<file path="src/pkg/itms_pkg.sv">
// Package: port map, field masks and reset values of the trigger block
package itms_pkg;

  // ---------------------------------------------------------------------
  // I/O port addresses
  // ---------------------------------------------------------------------
  localparam logic [15:0] ITMS_ADDR_PRIM_CMD  = 16'h0020;
  localparam logic [15:0] ITMS_ADDR_PRIM_MASK = 16'h0021;
  localparam logic [15:0] ITMS_ADDR_SEC_CMD   = 16'h00a0;
  localparam logic [15:0] ITMS_ADDR_SEC_MASK  = 16'h00a1;
  localparam logic [15:0] ITMS_ADDR_MODE_LOW  = 16'h04d0;
  localparam logic [15:0] ITMS_ADDR_MODE_HIGH = 16'h04d1;

  // ---------------------------------------------------------------------
  // Writable bits of the two trigger-mode registers
  // ---------------------------------------------------------------------
  localparam logic [7:0] ITMS_MODE_LOW_WMASK  = 8'hf8; // IRQ7..IRQ3
  localparam logic [7:0] ITMS_MODE_HIGH_WMASK = 8'hde; // 15,14,12,11,10,9

  // ---------------------------------------------------------------------
  // Reset values
  // ---------------------------------------------------------------------
  localparam logic [7:0] ITMS_MODE_RESET = 8'h00; // All lines edge
  localparam logic [7:0] ITMS_CMD_RESET  = 8'h00;
  localparam logic [7:0] ITMS_MASK_RESET = 8'h00;

  // Register selected by a port address
  typedef enum logic [2:0] {
    ITMS_SEL_NONE,
    ITMS_SEL_PRIM_CMD,
    ITMS_SEL_PRIM_MASK,
    ITMS_SEL_SEC_CMD,
    ITMS_SEL_SEC_MASK,
    ITMS_SEL_MODE_LOW,
    ITMS_SEL_MODE_HIGH
  } itms_sel_t;

  // Port decode, shared by write and read paths
  function automatic itms_sel_t itms_decode(input logic [15:0] addr);
    case (addr)
      ITMS_ADDR_PRIM_CMD:  itms_decode = ITMS_SEL_PRIM_CMD;
      ITMS_ADDR_PRIM_MASK: itms_decode = ITMS_SEL_PRIM_MASK;
      ITMS_ADDR_SEC_CMD:   itms_decode = ITMS_SEL_SEC_CMD;
      ITMS_ADDR_SEC_MASK:  itms_decode = ITMS_SEL_SEC_MASK;
      ITMS_ADDR_MODE_LOW:  itms_decode = ITMS_SEL_MODE_LOW;
      ITMS_ADDR_MODE_HIGH: itms_decode = ITMS_SEL_MODE_HIGH;
      default:             itms_decode = ITMS_SEL_NONE;
    endcase
  endfunction : itms_decode

endpackage : itms_pkg

</file>
<file path="src/pkg/itms_req_if.sv">
// Interface: trigger modes and request lines between control and stage
`timescale 1ns/1ps
interface itms_req_if #(
  parameter int NUM_LINES = 16
);
  logic [NUM_LINES-1:0] mode; // 1 = level, 0 = edge per line
  logic [NUM_LINES-1:0] ack;  // Clears a latched edge request
  logic [NUM_LINES-1:0] req;  // Request presented per line
  logic [NUM_LINES-1:0] line; // Filtered input level per line

  modport ctrl  (output mode, output ack, input req, input line);
  modport stage (input mode, input ack, output req, output line);
endinterface : itms_req_if

</file>
<file path="src/core/itms_top.sv">
// Trigger-mode select block: I/O port decode, registers, request gating
// Notes on behaviour
// - Low mode register bits 7..3 pick IRQ7..IRQ3; 0 edge, 1 level.
// - Port 4D1h bits 7,6,4,3,2,1 pick IRQ15,14,12,11,10,9 modes.
// - IRQ0, IRQ1, IRQ2, IRQ13 mode bits written zero, always read zero.
// - IRQ8 mode bit is written zero by software and always reads zero.
// - Reset clears both mode registers, every line starts edge-sensitive.
// - Ports 20h, 21h, A0h, A1h are read/write from PCI or ISA.
`timescale 1ns/1ps
module itms_top #(
  parameter int NUM_LINES = 16
) (
  input  wire logic        sys_clk,    // 50 MHz system clock
  input  wire logic        rst,        // Async reset, high
  input  wire logic        ce,         // Clock enable, freezes state
  input  wire logic        ioWr,       // I/O write strobe
  input  wire logic        ioRd,       // I/O read strobe
  input  wire logic        ioFromIsa,  // 1 = cycle came from ISA side
  input  wire logic [15:0] ioAddr,     // I/O port address
  input  wire logic [7:0]  ioWrData,   // Write data
  output logic             ioHit,      // Address claimed by this block
  output logic [7:0]       ioRdData,   // Read data, registered
  output logic             ioRdValid,  // Read data valid, one cycle
  input  wire logic [NUM_LINES-1:0] irqPin, // Raw request pins
  input  wire logic [NUM_LINES-1:0] irqAck, // Clears edge requests
  output logic [NUM_LINES-1:0] irqReq,  // Unmasked requests
  output logic [NUM_LINES-1:0] irqMode  // Per-line mode, 1 = level
);

  // ---------------------------------------------------------------------
  // State
  // ---------------------------------------------------------------------
  typedef struct packed {
    logic [7:0] primCmd;
    logic [7:0] primMask;
    logic [7:0] secCmd;
    logic [7:0] secMask;
    logic [7:0] modeLow;
    logic [7:0] modeHigh;
    logic [7:0] rdData;
    logic       rdValid;
  } itms_top_state_t;

  itms_top_state_t    st;
  itms_top_state_t    next_st;
  itms_pkg::itms_sel_t sel;
  logic [7:0]         readVal;
  logic [NUM_LINES-1:0] maskVec;

  itms_req_if #(.NUM_LINES(NUM_LINES)) rq ();

  // ---------------------------------------------------------------------
  // Address decode
  // ---------------------------------------------------------------------
  // PCI and ISA cycles share one decode; the source does not matter
  assign sel   = itms_pkg::itms_decode(ioAddr);
  assign ioHit = (ioWr | ioRd) && sel != itms_pkg::ITMS_SEL_NONE;

  // Read mux; fixed-edge bits are never stored, so they read zero
  always_comb begin
    case (sel)
      itms_pkg::ITMS_SEL_PRIM_CMD:   readVal = st.primCmd;
      itms_pkg::ITMS_SEL_PRIM_MASK:  readVal = st.primMask;
      itms_pkg::ITMS_SEL_SEC_CMD:    readVal = st.secCmd;
      itms_pkg::ITMS_SEL_SEC_MASK:   readVal = st.secMask;
      itms_pkg::ITMS_SEL_MODE_LOW:   readVal = st.modeLow;
      itms_pkg::ITMS_SEL_MODE_HIGH:  readVal = st.modeHigh;
      default:                       readVal = 8'h00;
    endcase
  end

  // ---------------------------------------------------------------------
  // Next state
  // ---------------------------------------------------------------------
  // Read returns the value before a write in the same cycle
  always_comb begin
    next_st = st;
    if (ce) begin
      next_st.rdValid = ioRd && sel != itms_pkg::ITMS_SEL_NONE;
      if (ioRd) begin
        next_st.rdData = readVal;
      end
      if (ioWr) begin
        case (sel)
          itms_pkg::ITMS_SEL_PRIM_CMD:  next_st.primCmd  = ioWrData;
          itms_pkg::ITMS_SEL_PRIM_MASK: next_st.primMask = ioWrData;
          itms_pkg::ITMS_SEL_SEC_CMD:   next_st.secCmd   = ioWrData;
          itms_pkg::ITMS_SEL_SEC_MASK:  next_st.secMask  = ioWrData;
          // Dropping the fixed bits keeps IRQ0-2 edge whatever is written
          itms_pkg::ITMS_SEL_MODE_LOW: begin
            next_st.modeLow = ioWrData &
                              itms_pkg::ITMS_MODE_LOW_WMASK;
          end
          // IRQ8 and IRQ13 stay edge the same way
          itms_pkg::ITMS_SEL_MODE_HIGH: begin
            next_st.modeHigh = ioWrData &
                               itms_pkg::ITMS_MODE_HIGH_WMASK;
          end
          default: begin
          end
        endcase
      end
    end
  end

  // Register the state; reset puts every line in edge mode
  always_ff @(posedge sys_clk or posedge rst) begin
    if (rst) begin
      st.primCmd  <= itms_pkg::ITMS_CMD_RESET;
      st.primMask <= itms_pkg::ITMS_MASK_RESET;
      st.secCmd   <= itms_pkg::ITMS_CMD_RESET;
      st.secMask  <= itms_pkg::ITMS_MASK_RESET;
      st.modeLow  <= itms_pkg::ITMS_MODE_RESET;
      st.modeHigh <= itms_pkg::ITMS_MODE_RESET;
      st.rdData   <= 8'h00;
      st.rdValid  <= 1'b0;
    end else begin
      st <= next_st;
    end
  end

  // ---------------------------------------------------------------------
  // Request path
  // ---------------------------------------------------------------------
  // Mode and ack go to the stage; masks gate only the outputs, so a
  // masked edge stays latched and shows once unmasked
  assign rq.mode  = NUM_LINES'({st.modeHigh, st.modeLow});
  assign rq.ack   = irqAck;
  assign maskVec  = NUM_LINES'({st.secMask, st.primMask});
  assign irqReq   = rq.req & ~maskVec;
  assign irqMode  = rq.mode;
  assign ioRdData = st.rdData;
  assign ioRdValid = st.rdValid;

  itms_req_stage #(
    .NUM_LINES (NUM_LINES)
  ) u_stage (
    .sys_clk (sys_clk),
    .rst     (rst),
    .ce      (ce),
    .irqPin  (irqPin),
    .rq      (rq)
  );
endmodule : itms_top

</file>
<file path="src/core/itms_req_stage.sv">
// Request stage: pin synchroniser, filter and edge/level capture
`timescale 1ns/1ps
module itms_req_stage #(
  parameter int NUM_LINES = 16
) (
  input  wire logic           sys_clk,  // 50 MHz system clock
  input  wire logic           rst,      // Async reset, high
  input  wire logic           ce,       // Clock enable, freezes state
  input  wire logic [NUM_LINES-1:0] irqPin, // Raw request pins
  itms_req_if.stage           rq        // Modes in, requests out
);

  typedef struct packed {
    logic [NUM_LINES-1:0] s1;   // Meta stage, read by s2 only
    logic [NUM_LINES-1:0] s2;
    logic [NUM_LINES-1:0] s3;
    logic [NUM_LINES-1:0] filt; // Level once s2 and s3 agree
    logic [NUM_LINES-1:0] pend; // Latched edge requests
  } itms_stage_state_t;

  itms_stage_state_t st;
  itms_stage_state_t next_st;
  logic [NUM_LINES-1:0] agree;
  logic [NUM_LINES-1:0] rise;

  // ---------------------------------------------------------------------
  // Next state
  // ---------------------------------------------------------------------
  // A glitch shorter than one clock never reaches filt
  always_comb begin
    next_st = st;
    agree   = ~(st.s2 ^ st.s3);
    rise    = agree & st.s3 & ~st.filt;
    if (ce) begin
      next_st.s1   = irqPin;
      next_st.s2   = st.s1;
      next_st.s3   = st.s2;
      next_st.filt = (agree & st.s3) | (~agree & st.filt);
      // Edge lines latch on rise only; set beats a same-cycle ack
      next_st.pend = ~rq.mode & (rise | (st.pend & ~rq.ack));
    end
  end

  always_ff @(posedge sys_clk or posedge rst) begin
    if (rst) begin
      st <= '0;
    end else begin
      st <= next_st;
    end
  end

  // Level lines follow the input, edge lines show the latch
  assign rq.req  = (rq.mode & st.filt) | (~rq.mode & st.pend);
  assign rq.line = st.filt;
endmodule : itms_req_stage

</file>
<file path="config.mk">
export PLATFORM = sky130hd
export DESIGN_NAME = itms_top
export DESIGN_NICKNAME = d
export VERILOG_FILES = /design/src/pkg/itms_pkg.sv /design/src/pkg/itms_req_if.sv /design/src/core/itms_top.sv /design/src/core/itms_req_stage.sv
export SDC_FILE = /design/constraint.sdc
export NUM_CORES = 1
export LEC_CHECK = 0
export BUFFER_PORTS_ARGS = -buffer_cell sky130_fd_sc_hd__buf_2
export CORE_ASPECT_RATIO = 1.75
export CORE_MARGIN = 8
export CORE_UTILIZATION = 55
export DETAILED_ROUTE_END_ITERATION = 12
export GPL_TIMING_DRIVEN = 0
export PLACE_DENSITY = 0.87
export REMOVE_ABC_BUFFERS = 1
export SYNTH_ARGS = -nofsm -noshare
export SYNTH_HDL_FRONTEND = slang
export SYNTH_SLANG_ARGS = --single-unit
</file>
<file path="constraint.sdc">
create_clock -name sys_clk -period 12.35 [get_ports sys_clk]
set_input_delay 1.235 -clock sys_clk [delete_from_list [all_inputs] [get_ports sys_clk]]
set_output_delay 1.235 -clock sys_clk [all_outputs]
set_load 0.01 [all_outputs]
</file>
* Yosys cells after proc, flatten, opt, wreduce, memory -nomap -nowiden
Index checks and enable logic that the tools add are counted.
Widths: inputs -> output; s select.
** Cells by class
- Bitwise gates (word level) :: 19
- Reductions and logical operators :: 10
- Multiplexer cells :: 2
- Equal/unequal tests :: 12
** Operator list (number)
- $and 16x16->16 :: 8
- $not 16->16 :: 6
- $or 16x16->16 :: 3
- $pmux 8 s6 :: 1
- $eq 16x11->1 const B :: 2
- $eq 16x6->1 const B :: 2
- $eq 16x8->1 const B :: 2
- $pmux 3 s6 :: 1
- $reduce_and 3->1 :: 6
- $xor 16x16->16 :: 1
- $eq 3x3->1 const B :: 3
- $eq 3x2->1 const B :: 2
- $eq 3x1->1 const B :: 1
- $reduce_bool 3->1 :: 1
- $logic_and 1x1->1 :: 2
- $reduce_and 2->1 :: 1
- $or 1x1->1 :: 1
** Storage, ports and cells
- Register bits after elaboration :: 132
- Input bits :: 62
- Output and inout bits :: 42

* Logic depth before layout (Yosys ltp)
Gate-level depths: netlist of run 1.
- Word-level depth :: 6
- Mapped depth :: 7
- Depth with buffers taken out :: 5

* Hierarchy
A second synthesis of run 1 with hierarchy kept.
** Second synthesis, totals
- Cell total of the unflattened synthesis :: 502
- Area total of the unflattened synthesis :: 6546.3 um^2
** By module, submodules not included
- itms_req_stage :: area each 3796.1 um^2, cells an instance 275, instances 1
- itms_top :: area each 2750.1 um^2, cells an instance 227, instances 1

* Least setup slack after synthesis of run 1
Ideal clock, no wire load.
- Path type :: input to output
- From :: input ioAddr[4]
- To :: output ioHit
- Data required time :: 11115 ps
- Stages :: 3
- Setup slack :: 8916 ps
- Path buffers :: 0
- Arrival time :: 2199 ps
- Cell sequence :: or4b_1 > o21ai_0 > o2111a_1
** Between the ends
- Word-level cells in the longest chain between the ends :: 4
** RTL lines
- start: declaration :: line itms_top.sv:19 : input wire logic [15:0] ioAddr,
- $eq 16x11->1 (tied with other cells) :: line itms_pkg.sv:40 : case (addr)
- $pmux 3 s6 * :: line itms_pkg.sv:40
- $reduce_bool 3->1 * :: line itms_top.sv:57 : assign ioHit = (ioWr | ioRd) && sel != itms_pkg::ITMS_SEL_NONE;
- $logic_and 1x1->1 * :: line itms_top.sv:57
- end: declaration :: line itms_top.sv:21 : output logic ioHit,
Mark *: on every way between the ends. The rest lies on a longest branch, timed or not.

* Worst setup path after layout of run 1
Same ends and word-level chain as after synthesis.

==> results of run 1 <==
stage by stage:
stage	util [%]	power, mW	cell area [um2]
CTS	66.1	1.29	7390
finish	66.2	1.28	7390
global route	66.2	1.34	7390
global placement	60.0	0.728	6700
floorplan	-	0.673	6040
detailed placement	60.4	0.750	6740
worst paths after layout:
check	startpoint	to	slack (ns)	cells after the start
worst min register to register	flop	u_stage.st[8]	0.46	1
worst max-delay path	ioAddr[4]	ioHit	8.67	5
worst min-delay path	flop	u_stage.st[8]	0.46	1
min in group asynchronous	rst	u_stage.st[39]	0.90	2
worst max register to register	u_stage.st[36]	flop	11.04	3
max in group asynchronous	rst	irqMode[6]	10.72	3
power groups by stage:
stage / sequential (mW) / combinational (mW) / clock, mW
floorplan: 0.542 / 0.131 / 0
global placement: 0.548 / 0.179 / 0
detailed placement: 0.557 / 0.193 / 0
CTS: 0.550 / 0.195 / 0.548
global route: 0.561 / 0.213 / 0.567
finish: 0.550 / 0.191 / 0.542
worst max-delay path: stages:
cell and delay, ns:
buf_2 0.12, or4b_1 0.59, o21ai_0 0.14, o2111a_1 0.23, buf_2 0.13
routing by layer:
metal | routed length [um] | global-route usage [%] | part of all wire, %
met3 | 700 | 5.53 | 5.1
met2 | 7590 | 34.0 | 56
met1 | 5020 | 18.3 | 37
met4 | 366 | 9.06 | 2.7
met5 | 0 | 0 | 0
synthesized netlist by cell type, types with 4 or more instances:
cell type    n  share of area [%]
a21o_1       5               0.60
a21oi_1      5               0.40
a22oi_1      4               0.48
a31oi_1      6               0.60
buf_4       26                3.1
clkbuf_1    13               0.78
dfrtp_1    132                 53
ha_1        16                3.2
inv_1       11               0.66
mux2_2     111                 20
mux2i_1     16                2.5
nand2_1     33                2.0
nor2_1      22                1.3
nor2b_1     21                2.1
nor4bb_1     6               0.96
o21ai_0     15                1.2
o22a_1       5               0.70
o22ai_1      6               0.60
cell type report:
type,instances,area (um2)
Multi-Input combinational cell,316,2710
Clock inverter,10,178
Tap cell,132,165
Sequential cell,132,3300
Inverter,11,46.3
Antenna cell,1,2.50
Fill cell,788,3780
Timing Repair Buffer,99,523
Clock buffer,22,464
logic make-up after synthesis:
family,Yosys count
other,1
AO/OA/AOI/OAI,55
buffers and inverters,52
adder cells (fa/ha/maj),16
flip-flops,132
multiplexers,127
AND/OR/NAND/NOR,113
==> metrics.cfg, run 1 <==
[status]
status=completed

[floorplan]
start_util_pct=56.2
ios=104
die_width_um=96.8
rows=51
die_h_um=157
fp.coreArea_mm2=0.0112
die_area_mm2=0.0152

[drt]
drtAntennaViolNets=0
drt_iter0_markers=209
vias=4160
drc=0
wl_per_cell_um=18.9
drt-total-wl_um=13700
vias_per_cell=5.75
first_pass_iters=4

[finish]
drive_gt1_share_pct=42.9
fin_cells=723
final_cell_mix=132 x dfrtp_1, 111 x mux2_2, 96 x buf_2, 33 x nand2_1, 22 x nor2_1
layout_commonest_cell=dfrtp_1
areaGrowthSynthToFinish_pct=17.6
fin_nets=655

[placement]
io_buffers=97
dp_cells=690
pre_cts_ws_ns=8.55
dp_hpwl_um=9640
gp_congestion=0.818

[clock_network]
insertion_delay_ns=0.41
ctsResizeCount=0
cts_root_buffer=clkbuf_16
h-tree-depth=4
cts_buffer_depth=2
clkTransAtPathRegs_ns=0.05
post-cts-setup-buffers=0
cts_sinks=132
cts_inserted_buffers=17
hold_buffers=0
cts_tree=yes

[global_routing]
gr-total-overflow=0
grt_antenna_before_repair=1
grt_pass1_vias=4619
grt_use_total_pct=18.4
grt_first_pass_wirelength_um=22600
grt_max_degree=102

[timing]
max_slew_margin_pct=33.2
fin_ws_ns=8.67
skew_ns=0.00641
hold_viol=0
holdWs_ns=0.456
min_period_ns=3.68
grt_setup_unrepaired=no
fmax_mhz=272
tightest_slew_ns=1.00
setup_violations=0
slew_violations=0
tns_ns=0
timing.final.crit_share_pct=29.8

[synthesis]
avgSynthCellArea_um2=12.7
synth-seq-cells=132
synth_top_family_by_area=multiplexers
syn-cell-area_mm2=0.00628
synthMuxAreaShare_pct=22.5
yosysSeqAreaShare_pct=52.6
synthXorXnorAreaFrac_pct=0
synth.distinct_cells=47
synth_compound_area_share_pct=5.78
synth-adder-area-share_pct=3.19
yosysWarnings=0
syn_inst=496
yosys.area_share.simple_pct=11.3
synth-edff-count=0
ys.flop_type=dfrtp_1
postSynth.asyncResetShare_pct=100

[critical_path]
crit_fanout=4
crit_arrival_ns=2.44
start_kind=input pin
cp.required_ns=11.11
criticalPathCategory=in2out
cp-end-kind=primary output

[pwr]
pwr-share-comb_pct=14.9
netSwitchingFraction_pct=24.2
ir_drop_mv=0.114
clkPwrFrac_pct=42.2
p_int_mw=0.974
leakage_nw=3.48
p_switching_mw=0.310
p_per_area_mw_per_mm2=174
seqPwrFrac_pct=42.9

[flow_run]
max_cap_viol_count=0

[min_path]
hold_class=reg2reg

(Power assumes the default switching activity.)
==> run 2: changes to the inputs <==
--- a/config.mk
+++ b/config.mk
@@ -5,6 +5,7 @@
 export SDC_FILE = /design/constraint.sdc
 export NUM_CORES = 1
 export LEC_CHECK = 0
+export ABC_AREA = 1
 export BUFFER_PORTS_ARGS = -buffer_cell sky130_fd_sc_hd__buf_2
 export CORE_ASPECT_RATIO = 1.75
 export CORE_MARGIN = 8
==> constraint.sdc (replaced) <==
create_clock -name sys_clk -period 3.65 [get_ports sys_clk]
set_input_delay 0.365 -clock sys_clk [delete_from_list [all_inputs] [get_ports sys_clk]]
set_output_delay 0.365 -clock sys_clk [all_outputs]
set_load 0.01 [all_outputs]
==> run 2 against run 1 <==
  * Clock-buffer cell count grew 1
  * Sequential power rose to 3.1 times the previous value
  * First-iteration DRC count rose by 56%
  * Die area increased by 0.59%
  * Synthesized cell count rose by 52%
  * Critical path depth is 3 higher
  * Hold slack worse by 0.45 ns
  * Critical path type unchanged
==> metrics.cfg, run 2 <==
[placement]
dp_hpwl_um=9890  ; +2.5%
gp_congestion=0.798  ; -2.4%
pre_cts_ws_ns=1.18  ; -7.37 ns
placed_area_mm2=0.00670  ; -0.69%
io_buffers=97  ; unchanged

[synthesis]
synth.distinct_cells=28  ; -40%
syn_inst=755  ; +52%
postSynth.asyncResetShare_pct=100  ; unchanged
ys.flop_type=dfrtp_1
synth-seq-cells=132  ; unchanged
yosysTopAreaCellShare_pct=52.2  ; -0.35 points
yosysSeqAreaShare_pct=52.2  ; -0.35 points
syn-cell-area_mm2=0.00632  ; +0.68%
avgSynthCellArea_um2=8.38  ; -34%
synth-edff-count=0  ; unchanged
yosysMostFrequentCell=nand2_1
synth_common_cells=210 x nand2_1, 132 x dfrtp_1, 72 x nor2_1
synthTopCellsByArea=dfrtp_1 52%, nand2_1 12%, o21ai_0 5.1%
yosysWarnings=0  ; unchanged
yosysTopAreaCell=dfrtp_1

[global_routing]
grt_max_degree=100  ; -2.0%
grtUsageMet1_pct=22.0  ; +3.7 points
grt_use_total_pct=19.5  ; +1.1 points
use_met3_pct=5.20  ; -0.33 points
gr-total-overflow=0  ; unchanged
grt_antenna_before_repair=0  ; -1
use_met2_pct=33.9  ; -0.065 points
grt_pass1_vias=5132  ; +11%
top_usage_layer=met2
grt_first_pass_wirelength_um=24200  ; +7.3%

[finish]
fillers=954  ; +21%
areaGrowthSynthToFinish_pct=14.6
layout_commonest_cell=nand2_1
seqCellArea_mm2=0.00330  ; unchanged
final_area_mm2=0.00725  ; -1.9%
multi_input_area_mm2=0.00243  ; -10%
fin_nets=903  ; +38%
drive_gt1_share_pct=17.0  ; -26 points
fin_util_pct=63.7  ; -2.5 points
final_cell_mix=210 x nand2_1, 132 x dfrtp_1, 96 x buf_2, 72 x nor2_1, 69 x inv_1

[floorplan]
fp.coreArea_mm2=0.0114  ; +2.0%
die_h_um=158  ; +0.30%
die_width_um=97.1  ; +0.28%
die_area_mm2=0.0153  ; +0.59%
rows=52  ; +2.0%
ios=104  ; unchanged
start_util_pct=55.5  ; -0.71 points

[pwr]
ir_drop_mv=0.367  ; +220%
clkPwrFrac_pct=42.7  ; +0.5 points
netSwitchingFraction_pct=25.1  ; +0.90 points
pwr-share-comb_pct=12.2  ; -2.7 points
p_per_area_mw_per_mm2=515  ; +200%
p_int_mw=2.80  ; +190%
p_switching_mw=0.936  ; +200%
leakage_nw=3.69  ; +6.0%
seqPwrFrac_pct=45.1  ; +2.2 points

[timing]
holdWs_ns=0.00977  ; -0.446 ns
hold_viol=0  ; unchanged
min_period_ns=2.46
grt_setup_unrepaired=no
fin_ws_ns=1.19  ; -7.48 ns
skew_ns=0.00808  ; +0.00167 ns
tightest_slew_ns=0.971  ; -0.0318 ns
max_slew_margin_pct=35.0  ; +1.9 points
fmax_mhz=407
slew_violations=0  ; unchanged
timing.final.crit_share_pct=67.3
setup_violations=0  ; unchanged

[clock_network]
cts_tree=yes
insertion_delay_ns=0.41  ; about the same
cts_sinks=132  ; unchanged
cts_buffer_depth=2  ; unchanged
cts_inserted_buffers=17  ; unchanged
ctsResizeCount=0  ; unchanged
clkTransAtPathRegs_ns=0.05  ; about the same
cts_root_buffer=clkbuf_16
post-cts-setup-buffers=0  ; unchanged
h-tree-depth=4  ; unchanged
hold_buffers=0  ; unchanged

[drt]
vias_per_cell=5.26  ; -8.6%
drc=0  ; unchanged
drt_iter0_markers=325  ; +56%
wl_per_cell_um=15.0  ; -21%
first_pass_iters=4  ; unchanged
drtAntennaViolNets=0  ; unchanged
vias=5109  ; +23%
drt-total-wl_um=14500  ; +6.3%

[critical_path]
startpoint=ioAddr[15]
start_kind=input pin
endpoint=ioHit
cp-end-kind=primary output
path_cells=buf_2, nor2_1, nand2_1, nor2_1, nand2_1, nand3_1, o22a_1, buf_2
cp.required_ns=3.28  ; -7.83 ns
critPathSlowestCell=nor2_1
crit_arrival_ns=2.09  ; -0.35 ns
rrSetupSlack_ns=2.52  ; -8.52 ns
criticalPathCategory=in2out
critPathMaxStageDelay_ns=0.76  ; +0.17 ns
crit_fanout=13  ; +9
r2r_cells=4  ; +1
reg2reg_from=u_stage.st[54]

[flow_run]
max_cap_viol_count=0  ; unchanged

[status]
status=completed

[min_path]
hold_class=in2async

[run 2: per-stage QoR]
stage          cells  setup TNS (ns)  power, mW
5_1_grt          970               0       3.91
4_1_cts          970               0       3.76
3_3_place_gp     940         -218.89       2.13
2_1_floorplan    708          -31.82       1.97
6_report         971               0       3.74
3_5_place_dp     941               0       2.16
[run 2: worst min path at each step]
stage / from / to
floorplan: flop / u_stage.st[0]
detailed placement: rst / u_stage.st[65]
finish: rst / u_stage.st[65]
CTS: rst / u_stage.st[49]
global placement: flop / u_stage.st[1]
global route: rst / u_stage.st[65]
[run 2: routing by layer]
metal | part of all wire (%) | up-vias | routed length (um)
li1 | - | 2545 | -
met4 | 1.4 | 0 | 210
met2 | 52 | 151 | 7570
met5 | 0 | - | 0
met1 | 41 | 2397 | 5990
met3 | 5.2 | 16 | 762
[run 2: cells by family (layout without fill, tap and decap cells)]
kind of cell / count (synthesis) / in the layout / synth area share, %
buffers and inverters: 123 / 199 / 9.50
other: 1 / 6 / 0.0593
and+or+nand+nor: 361 / 361 / 24.7
AOI/OAI and AO/OA: 122 / 122 / 10.4
adders and majority gates: 16 / 16 / 3.17
DFF: 132 / 132 / 52.2
[run 2: area by class of cell]
class,count,area share (%)
Antenna cell,1,0.0345
Clock buffer,23,6.46
Clock inverter,6,1.10
Inverter,72,3.80
Multi-Input combinational cell,504,33.6
Sequential cell,132,45.6
Tap cell,135,2.33
Timing Repair Buffer,98,7.11
[run 2: worst max-delay path: cells and delay by family]
kind / cells / cell delay [ns]
AO/OA/AOI/OAI: 1 / 0.13
buffers and inverters: 2 / 0.23
AND/OR/NAND/NOR: 5 / 1.38
[run 2: power by group through the flow]
stage	clock network, mW	registers (mW)	logic (mW)
6_report	1.60	1.69	0.455
2_1_floorplan	0	1.69	0.283
3_3_place_gp	0	1.70	0.434
4_1_cts	1.61	1.68	0.463
3_5_place_dp	0	1.71	0.457
5_1_grt	1.67	1.70	0.530
==> run 3: changes to the inputs <==
==> constraint.sdc (replaced) <==
create_clock -name sys_clk -period 2.5 [get_ports sys_clk]
set_input_delay 0.25 -clock sys_clk [delete_from_list [all_inputs] [get_ports sys_clk]]
set_output_delay 0.25 -clock sys_clk [all_outputs]
set_load 0.01 [all_outputs]
==> run 3 against run 2 <==
  * Sequential power is 46% higher
  * Sequential share of layout area decreased by 0.063 points
  * Global-route usage about the same
  * Sequential cell count is the same
  * Non-clock buffer count rose by 1
  * Final cell count grew 0.10%
  * Core utilization up 0.088 points
  * Hold slack better by 0.034 ns
  * Via count decreased by 0.22%
  * Critical path depth unchanged
  * Clock power increased by 46%
  * Clock skew is 0.0013 ns higher
  * Critical path type unchanged
  * Critical endpoint unchanged
  * Largest cell class unchanged
  * Largest power group unchanged
  * Highest routed layer unchanged
==> metrics.cfg, run 3 (synthesized netlist as in run 2, its figures left out) <==
[floorplan]
ios=104  ; unchanged
fp.coreArea_mm2=0.0114  ; unchanged
start_util_pct=55.5  ; unchanged
die_width_um=97.1  ; unchanged
rows=52  ; unchanged
die_h_um=158  ; unchanged
die_area_mm2=0.0153  ; unchanged

[drt]
vias_per_cell=5.24  ; -0.32%
drtAntennaViolNets=0  ; unchanged
vias=5098  ; -0.22%
drc=0  ; unchanged
drt-total-wl_um=14500  ; -0.35%
wl_per_cell_um=14.9  ; -0.45%
first_pass_iters=6  ; +2
drt_iter0_markers=363  ; +12%

[finish]
fillers=953  ; -0.10%
seqCellArea_mm2=0.00330  ; unchanged
drive_gt1_share_pct=17.0  ; -0.020 points
layout_commonest_cell=nand2_1
fin_cells=972  ; +0.10%
areaGrowthSynthToFinish_pct=14.8
fin_nets=904  ; +0.11%
final_area_mm2=0.00726  ; +0.14%
fin_util_pct=63.7  ; +0.088 points
multi_input_area_mm2=0.00243  ; unchanged
final_cell_mix=210 x nand2_1, 132 x dfrtp_1, 96 x buf_2, 72 x nor2_1, 69 x inv_1

[clock_network]
ctsResizeCount=0  ; unchanged
clkTransAtPathRegs_ns=0.05  ; about the same
post-cts-setup-buffers=0  ; unchanged
cts_sinks=132  ; unchanged
hold_buffers=1  ; +1
cts_inserted_buffers=17  ; unchanged
h-tree-depth=4  ; unchanged
cts_root_buffer=clkbuf_16
insertion_delay_ns=0.40  ; about the same
cts_tree=yes
cts_buffer_depth=2  ; unchanged

[placement]
gp_congestion=0.798  ; unchanged
dp_cells=941  ; unchanged
pre_cts_ws_ns=0.144  ; -1.03 ns
io_buffers=97  ; unchanged
dp_hpwl_um=9890  ; unchanged
placed_area_mm2=0.00670  ; unchanged

[pwr]
ir_drop_mv=0.533  ; +45%
p_per_area_mw_per_mm2=752  ; +46%
leakage_nw=3.69  ; +0.11%

[timing]
setup_violations=0  ; unchanged
grt_setup_unrepaired=no
skew_ns=0.00938  ; +0.00130 ns
fmax_mhz=450
min_period_ns=2.22
fin_ws_ns=0.280  ; -0.913 ns
slew_violations=0  ; unchanged
timing.final.crit_share_pct=88.8
max_slew_margin_pct=35.8  ; +0.76 points
hold_viol=0  ; unchanged
tightest_slew_ns=0.959  ; -0.0113 ns

[global_routing]
grt_pass1_vias=5140  ; +0.16%
top_usage_layer=met2
grt_antenna_before_repair=0  ; unchanged
grt_use_total_pct=19.5  ; about the same
grt_first_pass_wirelength_um=24200  ; +0.11%
use_met2_pct=34.0  ; +0.065 points
grtUsageMet1_pct=22.0  ; unchanged
gr-total-overflow=0  ; unchanged
use_met3_pct=5.20  ; unchanged
grt_max_degree=100  ; unchanged

[critical_path]
cp.required_ns=2.25  ; -1.03 ns
r2r_cells=4  ; unchanged
rrSetupSlack_ns=1.38  ; -1.14 ns
cp-end-kind=primary output
crit_fanout=13  ; unchanged
criticalPathCategory=in2out
start_kind=input pin
crit_arrival_ns=1.97  ; -0.12 ns

[status]
status=completed

[min_path]
hold-path-cell-count=3
hold_class=in2reg

[flow_run]
max_cap_viol_count=0  ; unchanged

-- run 3: cell types whose count changed in the layout (fill, tap and decap cells not counted), sizes merged --
cell / change
dlygate4sd3: +1
-- run 3: final cells by class --
class / instances / share of cell area (%)
Antenna cell: 1 / 0.0345
Clock buffer: 23 / 6.45
Clock inverter: 6 / 1.10
Inverter: 72 / 3.79
Multi-Input combinational cell: 504 / 33.5
Sequential cell: 132 / 45.5
Tap cell: 135 / 2.33
Timing Repair Buffer: 99 / 7.24
-- run 3: layer usage --
metal,share of wire (%),wire [um]
met2,52,7500
met3,5.5,795
met5,0,0
met1,41,5950
met4,1.6,238
-- run 3: report_power, final --
part	internal, mW	switching (mW)	total [mW]
Clock	1.50	0.833	2.33
Sequential	2.33	0.131	2.46
Combinational	0.264	0.402	0.666
-- run 3: stage by stage --
step / setup TNS (ns) / power (mW) / hold slack [ns]
3_3_place_gp: -397.93 / 3.12 / 0.447
3_5_place_dp: 0 / 3.16 / 0.340
6_report: 0 / 5.46 / 0.0443
4_1_cts: 0 / 5.49 / 0.0322
5_1_grt: 0 / 5.70 / 0.0397
2_1_floorplan: -168.44 / 2.87 / 0.346
-- run 3: final timing paths --
| path | startpoint | end |
|---|---|---|
| min in group asynchronous | rst | u_stage.st[65] |
| hold / removal | irqPin[12] | u_stage.st[76] |
| setup / recovery | ioAddr[15] | ioHit |
| max in group asynchronous | rst | asynchronous set/reset pin |
| setup reg to reg | u_stage.st[43] | flop |
| hold reg to reg | flop | u_stage.st[8] |
-- run 3: worst max-delay path: stages --
cell and delay [ns]:
buf_2 0.10, nor2_1 0.09, nand2_1 0.11, nor2_1 0.76, nand2_1 0.23, nand3_1 0.18, o22a_1 0.13, buf_2 0.13
